`config.mk`:
```
export PLATFORM = sky130hd
export DESIGN_NAME = bnq_coder
export DESIGN_NICKNAME = d
export VERILOG_FILES = /design/src/rtl/bnq_pkg.sv /design/src/rtl/bnq_fifo.sv /design/src/rtl/bnq_coder.sv
export VERILOG_INCLUDE_DIRS = /design/src /design/src/rtl
export SDC_FILE = /design/constraint.sdc
export NUM_CORES = 2
export LEC_CHECK = 0
export ABC_AREA = 1
export BUFFER_PORTS_ARGS = -buffer_cell sky130_fd_sc_hd__buf_2
export CAP_MARGIN = 5
export CELL_PAD_IN_SITES_DETAIL_PLACEMENT = 0
export CELL_PAD_IN_SITES_GLOBAL_PLACEMENT = 2
export CORE_ASPECT_RATIO = 1.5
export CORE_MARGIN = 4
export CORE_UTILIZATION = 43
export CTS_CLUSTER_DIAMETER = 40
export CTS_CLUSTER_SIZE = 20
export DETAILED_ROUTE_END_ITERATION = 12
export GPL_TIMING_DRIVEN = 0
export PLACE_DENSITY = 0.84
export SLEW_MARGIN = 5
export SYNTH_ARGS = -nofsm -noshare
export SYNTH_HDL_FRONTEND = slang
export SYNTH_HIERARCHICAL = 1
export SYNTH_SLANG_ARGS = --single-unit
```
`constraint.sdc`:
```
create_clock -name clock_i -period 17.44 [get_ports clock_i]
set_input_delay 0 -clock clock_i [delete_from_list [all_inputs] [get_ports clock_i]]
set_output_delay 0 -clock clock_i [all_outputs]
set_load 0.005 [all_outputs]
```
`src/rtl/bnq_defines.svh`:
```
// Constants of the band norm quantiser and differential norm coder.
// Definitions only; included by bare name from the coder only.
// Functional notes
// - Band norm is the rms of the band's coefficients.
// - Band length is last coefficient index minus first plus one.
// - Norms quantised each frame: log quantiser, 40 levels, 3 dB steps.
// - Norm index is 34 minus twice log2 of the band norm.
// - Index of band 0 saturates to 0..31, other bands to 0..39.
// - Index i reconstructs to 2 to the power 17 minus i/2.
// - Lowest band index goes out as a plain 5-bit field.
// - Differential is upper band index minus lower band index.
// - Downward pass: differential below -15 copies upper index to lower.
// - Upward pass: differential above 16 forces upper to lower plus 16.
// - Adjusted differential plus 15 gives symbols 0..31.
// - All four coding modes costed; cheapest one is used.
// - Mode field 2 bits: 0 context, 1 resized, 2 normal, 3 direct.
// - Direct mode writes each symbol as a 5-bit field.
// - Context mode: first index minus offset, then previous symbol.
// - Normal mode maps symbols to fixed 3 to 7 bit codes.
// - Resized mode uses the low-rate resized code on the symbols.
// - 26 bands for wideband, 44 for fullband.
// - Harmonic layout for harmonic modes, wideband layout, else default.
`ifndef BNQ_DEFINES_SVH
`define BNQ_DEFINES_SVH
// Band counts per layout
`define BNQ_NB_WB 6'h1a
`define BNQ_NB_FB 6'h2c
`define BNQ_NB_SWB 6'h27
`define BNQ_NB_HARM 6'h1f
// Quantiser: top index (log2 zero point) and saturation limits
`define BNQ_IDX_TOP 6'h22
`define BNQ_IDX0_MAX 6'h1f
`define BNQ_IDX_MAX 6'h27
`define BNQ_HALF8 12'sh004
// Differential limits and symbol offset
`define BNQ_DIF_MIN (-7'sh0f)
`define BNQ_DIF_MAX 7'sh10
`define BNQ_SYM_OFS 7'sh0f
// Field widths
`define BNQ_FIRST_W 5'h05
`define BNQ_MODE_W 5'h02
`define BNQ_DIRECT_W 5'h05
`endif

```
`src/rtl/bnq_pkg.sv`:
```
// Types of the band norm quantiser and coder.
// Needs nothing from the constants header.
package bnq_pkg;
  // Norm coding modes as signalled in the mode field
  typedef enum logic [1:0] {
    MODE_CTX = 2'h0,
    MODE_RSZ = 2'h1,
    MODE_NRM = 2'h2,
    MODE_DIR = 2'h3
  } bnq_mode_t;
  // Band layouts
  typedef enum logic [1:0] {
    LAY_DEFAULT = 2'h0,
    LAY_WIDE = 2'h1,
    LAY_HARM = 2'h2
  } bnq_layout_t;
  // Frame sequencer states, one-hot
  typedef enum logic [8:0] {
    S_IDLE = 9'h001,
    S_ACC = 9'h002,
    S_QNT = 9'h004,
    S_DN = 9'h008,
    S_UP = 9'h010,
    S_CST = 9'h020,
    S_EMH = 9'h040,
    S_EMS = 9'h080,
    S_NRM = 9'h100
  } bnq_state_t;
endpackage : bnq_pkg

```
`src/rtl/bnq_fifo.sv`:
```
// Field FIFO between the coder and the bit serialiser.
// Single clock; DEPTH a power of two.
`timescale 1ns/1ps
module bnq_fifo #(
  parameter int WIDTH = 21,
  parameter int DEPTH = 8
) (
  // Clock and reset
  input wire logic clock_i,
  input wire logic rst_i,
  // Fill side
  input wire logic in_valid_i,
  output logic in_ready_o,
  input wire logic [WIDTH-1:0] in_data_i,
  // Drain side
  output logic out_valid_o,
  input wire logic out_ready_i,
  output logic [WIDTH-1:0] out_data_o
);
  localparam int AW = $clog2(DEPTH);
  logic [WIDTH-1:0] mem [0:DEPTH-1];
  logic [AW-1:0] wr_ptr;
  logic [AW-1:0] rd_ptr;
  logic [AW:0] count;

  // Handshake decode
  wire do_wr = in_valid_i && in_ready_o;
  wire do_rd = out_valid_o && out_ready_i;
  assign in_ready_o = (count != (AW+1)'(DEPTH));
  assign out_valid_o = (count != '0);
  assign out_data_o = mem[rd_ptr];

  // Storage
  always_ff @(posedge clock_i) begin
    if (do_wr) begin
      mem[wr_ptr] <= in_data_i;
    end
  end

  // Pointers and fill level
  always_ff @(posedge clock_i or posedge rst_i) begin
    if (rst_i) begin
      wr_ptr <= '0;
      rd_ptr <= '0;
      count <= '0;
    end else begin
      if (do_wr) wr_ptr <= wr_ptr + 1'b1;
      if (do_rd) rd_ptr <= rd_ptr + 1'b1;
      count <= count + (AW+1)'(do_wr) - (AW+1)'(do_rd);
    end
  end
endmodule : bnq_fifo

```
`src/rtl/bnq_coder.sv`:
```
// Band norm quantiser and differential norm coder, top level.
// Coefficients arrive band by band with a last flag; resized and
// context code tables sit outside and answer lut_* combinationally.
`timescale 1ns/1ps
`include "bnq_defines.svh"
module bnq_coder
  import bnq_pkg::*;
#(
  parameter int COEF_W = 18,
  parameter int MAX_BANDS = 44,
  parameter int FIFO_DEPTH = 8,
  parameter logic [5:0] FIRST_CTX_OFS = 6'h00
) (
  // Clock and reset
  input wire logic clock_i,
  input wire logic rst_i,
  // Frame configuration, taken at frame start
  input wire logic wideband_i,
  input wire logic fullband_i,
  input wire logic harmonic_i,
  input wire logic harmonic_vector_mode_i,
  // Coefficient stream
  input wire logic coef_valid_i,
  input wire logic signed [COEF_W-1:0] coef_i,
  input wire logic coef_band_last_i,
  output logic coef_ready_o,
  // External resized and context code tables
  output logic [4:0] lut_sym_o,
  output logic [5:0] lut_ctx_o,
  input wire logic [15:0] rsz_code_i,
  input wire logic [4:0] rsz_len_i,
  input wire logic [15:0] ctx_code_i,
  input wire logic [4:0] ctx_len_i,
  // Serial bitstream
  output logic bit_valid_o,
  output logic bit_o,
  input wire logic bit_ready_i,
  // Results for bit allocation
  output logic [1:0] band_layout_o,
  output logic [1:0] norm_mode_o,
  output logic norm_valid_o,
  output logic [5:0] norm_band_o,
  output logic [5:0] norm_idx_o,
  output logic signed [6:0] norm_half_exp_o,
  output logic frame_done_o
);
  // Log2 in eighths: msb position and three fraction bits
  function automatic logic [8:0] log8(input logic [47:0] x);
    logic [5:0] p;
    logic [47:0] n;
    p = 6'h00;
    for (int i = 0; i < 48; i++) begin
      if (x[i]) p = 6'(i);
    end
    n = x << (6'h2f - p);
    return {p, n[46:44]};
  endfunction : log8

  // Normal Huffman length and code for a symbol
  function automatic logic [20:0] nrm_code(input logic [4:0] s);
    logic [1:0] lo;
    lo = s[1:0];
    case (s[4:2])
      3'h0: nrm_code = {5'h07, 9'h0, lo, 5'h1a};
      3'h1: nrm_code = {5'h07, 9'h0, lo, 5'h1b};
      3'h2: nrm_code = {5'h06, 10'h0, lo, 4'hc};
      3'h3: nrm_code = s[1] ? {5'h03, 13'h0, 1'b1, s[0], 1'b0}
                            : {5'h04, 13'h0, s[0], 2'h2};
      3'h4: nrm_code = s[1] ? {5'h04, 12'h0, 1'b1, s[0], 2'h2}
                            : {5'h03, 13'h0, 1'b0, s[0], 1'b0};
      3'h5: nrm_code = {5'h06, 10'h0, lo, 4'he};
      3'h6: nrm_code = {5'h07, 9'h0, lo, 5'h1e};
      default: nrm_code = {5'h07, 9'h0, lo, 5'h1f};
    endcase
  endfunction : nrm_code

  bnq_state_t st, next_st;
  logic [5:0] idx [0:MAX_BANDS-1];
  logic [5:0] nb, band, b_cnt;
  logic [9:0] kpos, kstart, kend;
  logic [47:0] sumsq;
  logic ph, hdr;
  logic [9:0] cost_c, cost_r, cost_n;
  bnq_mode_t mode;
  logic [15:0] sh;
  logic [4:0] rem;

  // Coefficient accept and squared sum
  wire acc = coef_valid_i && coef_ready_o;
  wire [2*COEF_W-1:0] sq = (2*COEF_W)'(coef_i * coef_i);
  wire [47:0] next_sum = sumsq + 48'(sq);

  // Index from log2 of the mean square: 34 - log2(sum) + log2(len)
  wire [9:0] band_len = (kend - kstart) + 10'h001;
  wire signed [11:0] q8 = {3'h0, `BNQ_IDX_TOP, 3'h0}
                        + {3'h0, log8(48'(band_len))}
                        - {3'h0, log8(sumsq)};
  wire signed [8:0] q = 9'((q8 + `BNQ_HALF8) >>> 3);
  wire [5:0] q_lim = (band == 6'h00) ? `BNQ_IDX0_MAX : `BNQ_IDX_MAX;
  // Silent band has an infinite index: goes to the limit
  wire [5:0] q_sat = (sumsq == '0) ? q_lim : (q < 0) ? 6'h00 :
                     (q > $signed({3'h0, q_lim})) ? q_lim : q[5:0];

  // Differential of the pair at b_cnt and its symbol
  wire [5:0] b_up = b_cnt + 6'h01;
  wire [5:0] b_pr = (b_cnt == 6'h00) ? 6'h00 : b_cnt - 6'h01;
  wire signed [6:0] dif = $signed({1'b0, idx[b_up]})
                        - $signed({1'b0, idx[b_cnt]});
  wire signed [6:0] dif_pr = $signed({1'b0, idx[b_cnt]})
                           - $signed({1'b0, idx[b_pr]});
  wire dn_fix = dif < `BNQ_DIF_MIN;
  wire up_fix = dif > `BNQ_DIF_MAX;
  wire [4:0] cur_sym = 5'(dif + `BNQ_SYM_OFS);
  wire [5:0] cur_ctx = (b_cnt == 6'h00) ? idx[0] - FIRST_CTX_OFS
                       : {1'b0, 5'(dif_pr + `BNQ_SYM_OFS)};
  wire [20:0] nrm = nrm_code(cur_sym);
  wire last_pair = (b_cnt == nb - 6'h02);

  // Cheapest mode, lower index wins a tie
  wire [9:0] cost_d = 10'(nb - 6'h01) * 10'(`BNQ_DIRECT_W);
  wire [9:0] min_cr = (cost_r < cost_c) ? cost_r : cost_c;
  wire [9:0] min_crn = (cost_n < min_cr) ? cost_n : min_cr;
  wire [9:0] min_all = (cost_d < min_crn) ? cost_d : min_crn;
  wire [9:0] cost_of [0:3];
  assign cost_of[0] = cost_c;
  assign cost_of[1] = cost_r;
  assign cost_of[2] = cost_n;
  assign cost_of[3] = cost_d;
  wire bnq_mode_t best_mode = (min_all == cost_c) ? MODE_CTX :
                              (min_all == cost_r) ? MODE_RSZ :
                              (min_all == cost_n) ? MODE_NRM : MODE_DIR;

  // Field selection for the FIFO: {length, right-aligned code}
  wire [20:0] sym_field = (mode == MODE_CTX) ? {ctx_len_i, ctx_code_i} :
                          (mode == MODE_RSZ) ? {rsz_len_i, rsz_code_i} :
                          (mode == MODE_NRM) ? nrm :
                          {`BNQ_DIRECT_W, 11'h0, cur_sym};
  wire [20:0] hdr_field = hdr ? {`BNQ_MODE_W, 14'h0, best_mode}
                              : {`BNQ_FIRST_W, 11'h0, idx[0][4:0]};
  wire push = ((st == S_EMS) && ph) || (st == S_EMH);
  wire [20:0] push_data = (st == S_EMH) ? hdr_field : sym_field;
  wire fifo_ready, fifo_ov;
  wire [20:0] fifo_od;
  wire pushed = push && fifo_ready;

  // Band count and layout from the frame configuration
  wire harm = harmonic_i || harmonic_vector_mode_i;
  wire [5:0] cfg_nb = fullband_i ? `BNQ_NB_FB : wideband_i ? `BNQ_NB_WB :
                      harm ? `BNQ_NB_HARM : `BNQ_NB_SWB;
  wire bnq_layout_t cfg_lay = harm ? LAY_HARM :
                              wideband_i ? LAY_WIDE : LAY_DEFAULT;

  // Frame sequencer
  always_comb begin
    next_st = st;
    case (st)
      S_IDLE: if (coef_valid_i) next_st = S_ACC;
      S_ACC: if (acc && coef_band_last_i) next_st = S_QNT;
      S_QNT: next_st = (band == nb - 6'h01) ? S_DN : S_ACC;
      S_DN: if (b_cnt == 6'h00) next_st = S_UP;
      S_UP: if (last_pair) next_st = S_CST;
      S_CST: if (ph && last_pair) next_st = S_EMH;
      S_EMH: if (pushed && hdr) next_st = S_EMS;
      S_EMS: if (pushed && last_pair) next_st = S_NRM;
      S_NRM: if (b_cnt == nb - 6'h01) next_st = S_IDLE;
      default: next_st = S_IDLE;
    endcase
  end

  always_ff @(posedge clock_i or posedge rst_i) begin
    if (rst_i) st <= S_IDLE;
    else st <= next_st;
  end

  // Accumulation, quantisation, band and configuration state
  always_ff @(posedge clock_i or posedge rst_i) begin
    if (rst_i) begin
      sumsq <= '0;
      kpos <= '0;
      kstart <= '0;
      kend <= '0;
      band <= '0;
      nb <= `BNQ_NB_SWB;
      band_layout_o <= LAY_DEFAULT;
    end else begin
      if (st == S_IDLE) begin
        sumsq <= '0;
        kpos <= '0;
        kstart <= '0;
        band <= '0;
        nb <= cfg_nb;
        band_layout_o <= cfg_lay;
      end
      if (acc) begin
        sumsq <= next_sum;
        kend <= kpos;
        kpos <= kpos + 10'h001;
      end
      if (st == S_QNT) begin
        sumsq <= '0;
        kstart <= kend + 10'h001;
        band <= band + 6'h01;
      end
    end
  end

  // Index store: quantise, then the two limiting passes
  always_ff @(posedge clock_i) begin
    if (st == S_QNT) idx[band] <= q_sat;
    if (st == S_DN && dn_fix) idx[b_cnt] <= idx[b_up];
    if (st == S_UP && up_fix) idx[b_up] <= idx[b_cnt] + 6'h10;
  end

  // Pair counter, phase and header step
  always_ff @(posedge clock_i or posedge rst_i) begin
    if (rst_i) begin
      b_cnt <= '0;
      ph <= 1'b0;
      hdr <= 1'b0;
    end else begin
      case (st)
        S_QNT: b_cnt <= nb - 6'h02;
        S_DN: b_cnt <= (b_cnt == 6'h00) ? 6'h00 : b_cnt - 6'h01;
        S_UP: b_cnt <= last_pair ? 6'h00 : b_cnt + 6'h01;
        S_CST: begin
          ph <= ~ph;
          if (ph) b_cnt <= last_pair ? 6'h00 : b_cnt + 6'h01;
        end
        S_EMH: if (pushed) hdr <= ~hdr;
        S_EMS: begin
          if (!ph) ph <= 1'b1;
          else if (pushed) begin
            ph <= 1'b0;
            b_cnt <= last_pair ? 6'h00 : b_cnt + 6'h01;
          end
        end
        S_NRM: b_cnt <= (b_cnt == nb - 6'h01) ? 6'h00 : b_cnt + 6'h01;
        default: begin
          ph <= 1'b0;
          hdr <= 1'b0;
        end
      endcase
    end
  end

  // Mode costing and table query
  always_ff @(posedge clock_i or posedge rst_i) begin
    if (rst_i) begin
      cost_c <= '0;
      cost_r <= '0;
      cost_n <= '0;
      mode <= MODE_CTX;
      lut_sym_o <= '0;
      lut_ctx_o <= '0;
      norm_mode_o <= '0;
    end else begin
      lut_sym_o <= cur_sym;
      lut_ctx_o <= cur_ctx;
      if (st == S_UP) begin
        cost_c <= '0;
        cost_r <= '0;
        cost_n <= '0;
      end
      if (st == S_CST && ph) begin
        cost_c <= cost_c + 10'(ctx_len_i);
        cost_r <= cost_r + 10'(rsz_len_i);
        cost_n <= cost_n + 10'(nrm[20:16]);
      end
      if (st == S_EMH && !hdr) begin
        mode <= best_mode;
        norm_mode_o <= best_mode;
      end
    end
  end

  // Reconstructed indices once the frame is coded
  always_ff @(posedge clock_i or posedge rst_i) begin
    if (rst_i) begin
      norm_valid_o <= 1'b0;
      norm_band_o <= '0;
      norm_idx_o <= '0;
      norm_half_exp_o <= '0;
      frame_done_o <= 1'b0;
      coef_ready_o <= 1'b0;
    end else begin
      coef_ready_o <= (next_st == S_ACC);
      norm_valid_o <= (st == S_NRM);
      norm_band_o <= b_cnt;
      norm_idx_o <= idx[b_cnt];
      norm_half_exp_o <= $signed({1'b0, `BNQ_IDX_TOP})
                       - $signed({1'b0, idx[b_cnt]});
      frame_done_o <= (st == S_NRM) && (b_cnt == nb - 6'h01);
    end
  end

  bnq_fifo #(.WIDTH(21), .DEPTH(FIFO_DEPTH)) u_fifo (
    .clock_i(clock_i),
    .rst_i(rst_i),
    .in_valid_i(push),
    .in_ready_o(fifo_ready),
    .in_data_i(push_data),
    .out_valid_o(fifo_ov),
    .out_ready_i(rem == 5'h00),
    .out_data_o(fifo_od)
  );

  // Serialiser: each field leaves msb first
  wire ser_go = (rem != 5'h00) && (!bit_valid_o || bit_ready_i);
  always_ff @(posedge clock_i or posedge rst_i) begin
    if (rst_i) begin
      sh <= '0;
      rem <= '0;
      bit_o <= 1'b0;
      bit_valid_o <= 1'b0;
    end else begin
      if (rem == 5'h00 && fifo_ov) begin
        sh <= fifo_od[15:0];
        rem <= fifo_od[20:16];
      end else if (ser_go) begin
        rem <= rem - 5'h01;
      end
      if (ser_go) begin
        bit_o <= sh[4'(rem - 5'h01)];
        bit_valid_o <= 1'b1;
      end else if (bit_ready_i) begin
        bit_valid_o <= 1'b0;
      end
    end
  end
endmodule : bnq_coder

```
==> out/summary.txt <==
Worst-path clk slew: 60 ps
Multi-input logic area: 0.0269 mm²
# setup viols final: 0
Synth Register Bits: 638
Worst Skew: 103 ps
Post-CTS Setup Bufs: 0
Max Cap Viol: 6
DR WL/cell: 28.6 µm
H-tree levels: 3
Fill cells: 11441
Critical path origin: b_cnt[0]
Final core utilization: 0.496
Number of I/O pins: 108
Drt drc: 0
Gr usage total: 0.376
Die area: 0.123 mm²
CTS tree: yes
Drt initial violations: 4329
Worst Setup Start Kind: register
Core ar.: 0.116 mm²
EDFF count, synth: 432
Layout cells sized above 1: 0.0762
CP Capture Type: register
Slew @ Worst Pin: 1590 ps
Critical-path top delay cell: nor2_1
Setup Crit Path Kind: reg -> reg
Mean Syn Cell Area: 8.17 µm²
FF-to-FF End: idx[15][5]
Dpl hpwl: 178 mm
Data required time of the worst path: 17770 ps
I/O Buffers: 100
Buffer depth of the longest clock path: 3
WHS Path Cells: 3
Vias/cell: 5.72
Final Critical Period: 13720 ps
CP arrival: 14050 ps
Post-Syn Nets: 6794
Post-route clock period utilization: 0.787
R2R Setup Slk: 3720 ps
Clock Root Buffer: clkbuf_16
CP max stage delay: 1160 ps
Synth-to-layout area growth: 14.4%
Cts bufs inserted: 99
Area after DPL: 0.0535 mm²
First-pass GRT wire length: 327 mm
Post-route cell area: 0.0575 mm²
Die Ht: 427 µm
Worst hold path class: in -> reg
Slew HR: -0.0617
Final setup TNS: 0 ps
Worst Path Max Fanout: 10
Fin. max-slew vios: 54
Pin count of the biggest net entering global routing: 101
Worst-skew pair later-pin latency: 770 ps
Yosys cell types: 64
Outcome: finished, violations left
Vias: 46293
Syn Std Cell Area: 0.0503 mm²
Fmax: 72.9 MHz
Clock sinks: 638
Row count: 153
Most common cell after layout, fill and taps aside: nand2_1
Gpl congestion: 1.08
FF/Latch Area: 0.0181 mm²
Failing checks: max-capacitance violations, max-slew violations
Hold Crit Endpoint: band_layout_o[0]
Syn Inst Count: 6155
Initial antenna violation count: 16
Final wirelength: 231 mm
Seq/Total Area, Yosys: 0.360
Drt pass-1 iters: 7
FF-to-FF Start: b_cnt[0]
FF-to-FF path depth: 35
Synth Warn #: 6
Fin nets: 7089
Worst Hold Launch: wideband_i
Antenna Nets Post-Route: 0
Crit-path most repeated cell: inv_1
Final Hold Fails: 0
Ys flop type: edfxtp_1
Initial Util: 0.434
Ys async rst share: 0.323
Vias in the first global route: 46210
Most frequent cells in the layout: 1217 x nand2_1, 1072 x inv_1, 551 x o21ai_0
RSZ-0062 raised after global routing: false
Hold WS: 50.5 ps
Global route total overflow: 0
Die X: 287 µm
## registers in the layout, indices dropped and copies added (netlist names), 3 cells and up
register / cells
b_cnt: 6
band: 6
cost_c: 10
cost_n: 10
cost_r: 10
idx: 264
kend: 10
kpos: 10
kstart: 10
lut_ctx_o: 6
lut_sym_o: 5
nb: 6
norm_band_o: 6
norm_half_exp_o: 7
norm_idx_o: 5
rem: 5
sh: 16
st: 9
sumsq: 48
u_fifo/count: 4
u_fifo/mem: 168
u_fifo/rd_ptr: 3
u_fifo/wr_ptr: 3
## worst max-delay path by stage
| stage | to | slack, ps |
|---|---|---|
| 4_1_cts | idx[5][5] | 4510 |
| 6_report | idx[15][5] | 3720 |
| 2_1_floorplan | sumsq[42] | 9190 |
| 3_3_place_gp | idx[12][0] | 2310 |
| 3_5_place_dp | idx[5][5] | 4590 |
| 5_1_grt | idx[17][2] | 4200 |
## what timing repair did
action	CTS	global route
hold endpoints to repair	266	0
hold buffers	49	0
resized for setup	0	0
## per-stage QoR
stage	instances	setup WS [ps]
floorplan	6155	9190
global placement	7805	2310
detailed placement	7850	4590
CTS	8084	4510
global route	8084	4200
finish	8100	3720
## worst max-delay path: cells and delay by family (launching register included)
kind                     cells  cell delay, ps
adder cells (fa/ha/maj)      3             780
XOR/XNOR                     1             150
buffers and inverters       16            6920
flip-flops                   1             580
AND/OR/NAND/NOR              7            2290
AO/OA/AOI/OAI                8            2450
## Yosys cell counts, drive strengths merged (8+ instances only)
cell,count,area share
clkbuf,226,0.017
o221ai,18,0.0031
o22ai,85,0.011
dfrtp,201,0.10
o211ai,86,0.013
o32ai,21,0.0037
a21oi,356,0.035
nor2,382,0.029
xnor2,47,0.0082
xor2,93,0.016
o21bai,15,0.0022
edfxtp,432,0.26
clkinv,34,0.0026
o31ai,8,0.0012
nand3,344,0.035
ha,263,0.065
a211oi,48,0.0072
o21ai,582,0.058
nand2,1229,0.092
nand4,24,0.0031
a31oi,20,0.0025
nor4,20,0.0025
fa,307,0.12
nor3,41,0.0041
inv,1110,0.083
buf,54,0.0064
or2,17,0.0021
o311ai,15,0.0026
## per-layer routing
metal / share of wire / global-route usage
met1: 0.34 / 0.392
met2: 0.49 / 0.652
met3: 0.068 / 0.0696
met4: 0.10 / 0.319
met5: 0.000069 / 0
## cells by family after synthesis
| logic type | Yosys count | synth area share |
|---|---|---|
| AOI/OAI and AO/OA | 1307 | 0.148 |
| xor gates and xnor gates | 140 | 0.0244 |
| adders and majority gates | 570 | 0.188 |
| buffers and inverters | 1424 | 0.109 |
| DFF | 638 | 0.360 |
| muxes | 5 | 0.000995 |
| and+or+nand+nor | 2071 | 0.169 |
## layout make-up
type | count | share of cell area
Multi-Input combinational cell | 4093 | 0.467
Sequential cell | 638 | 0.315
Inverter | 1144 | 0.0749
Clock buffer | 111 | 0.0453
Tap cell | 1550 | 0.0337
Timing Repair Buffer | 194 | 0.0274
Buffer | 280 | 0.0208
Clock inverter | 74 | 0.0150
Antenna cell | 16 | 0.000696
Power is not shown: default switching activity piles up to over one toggle a cycle in this logic, so the estimate is an artifact.
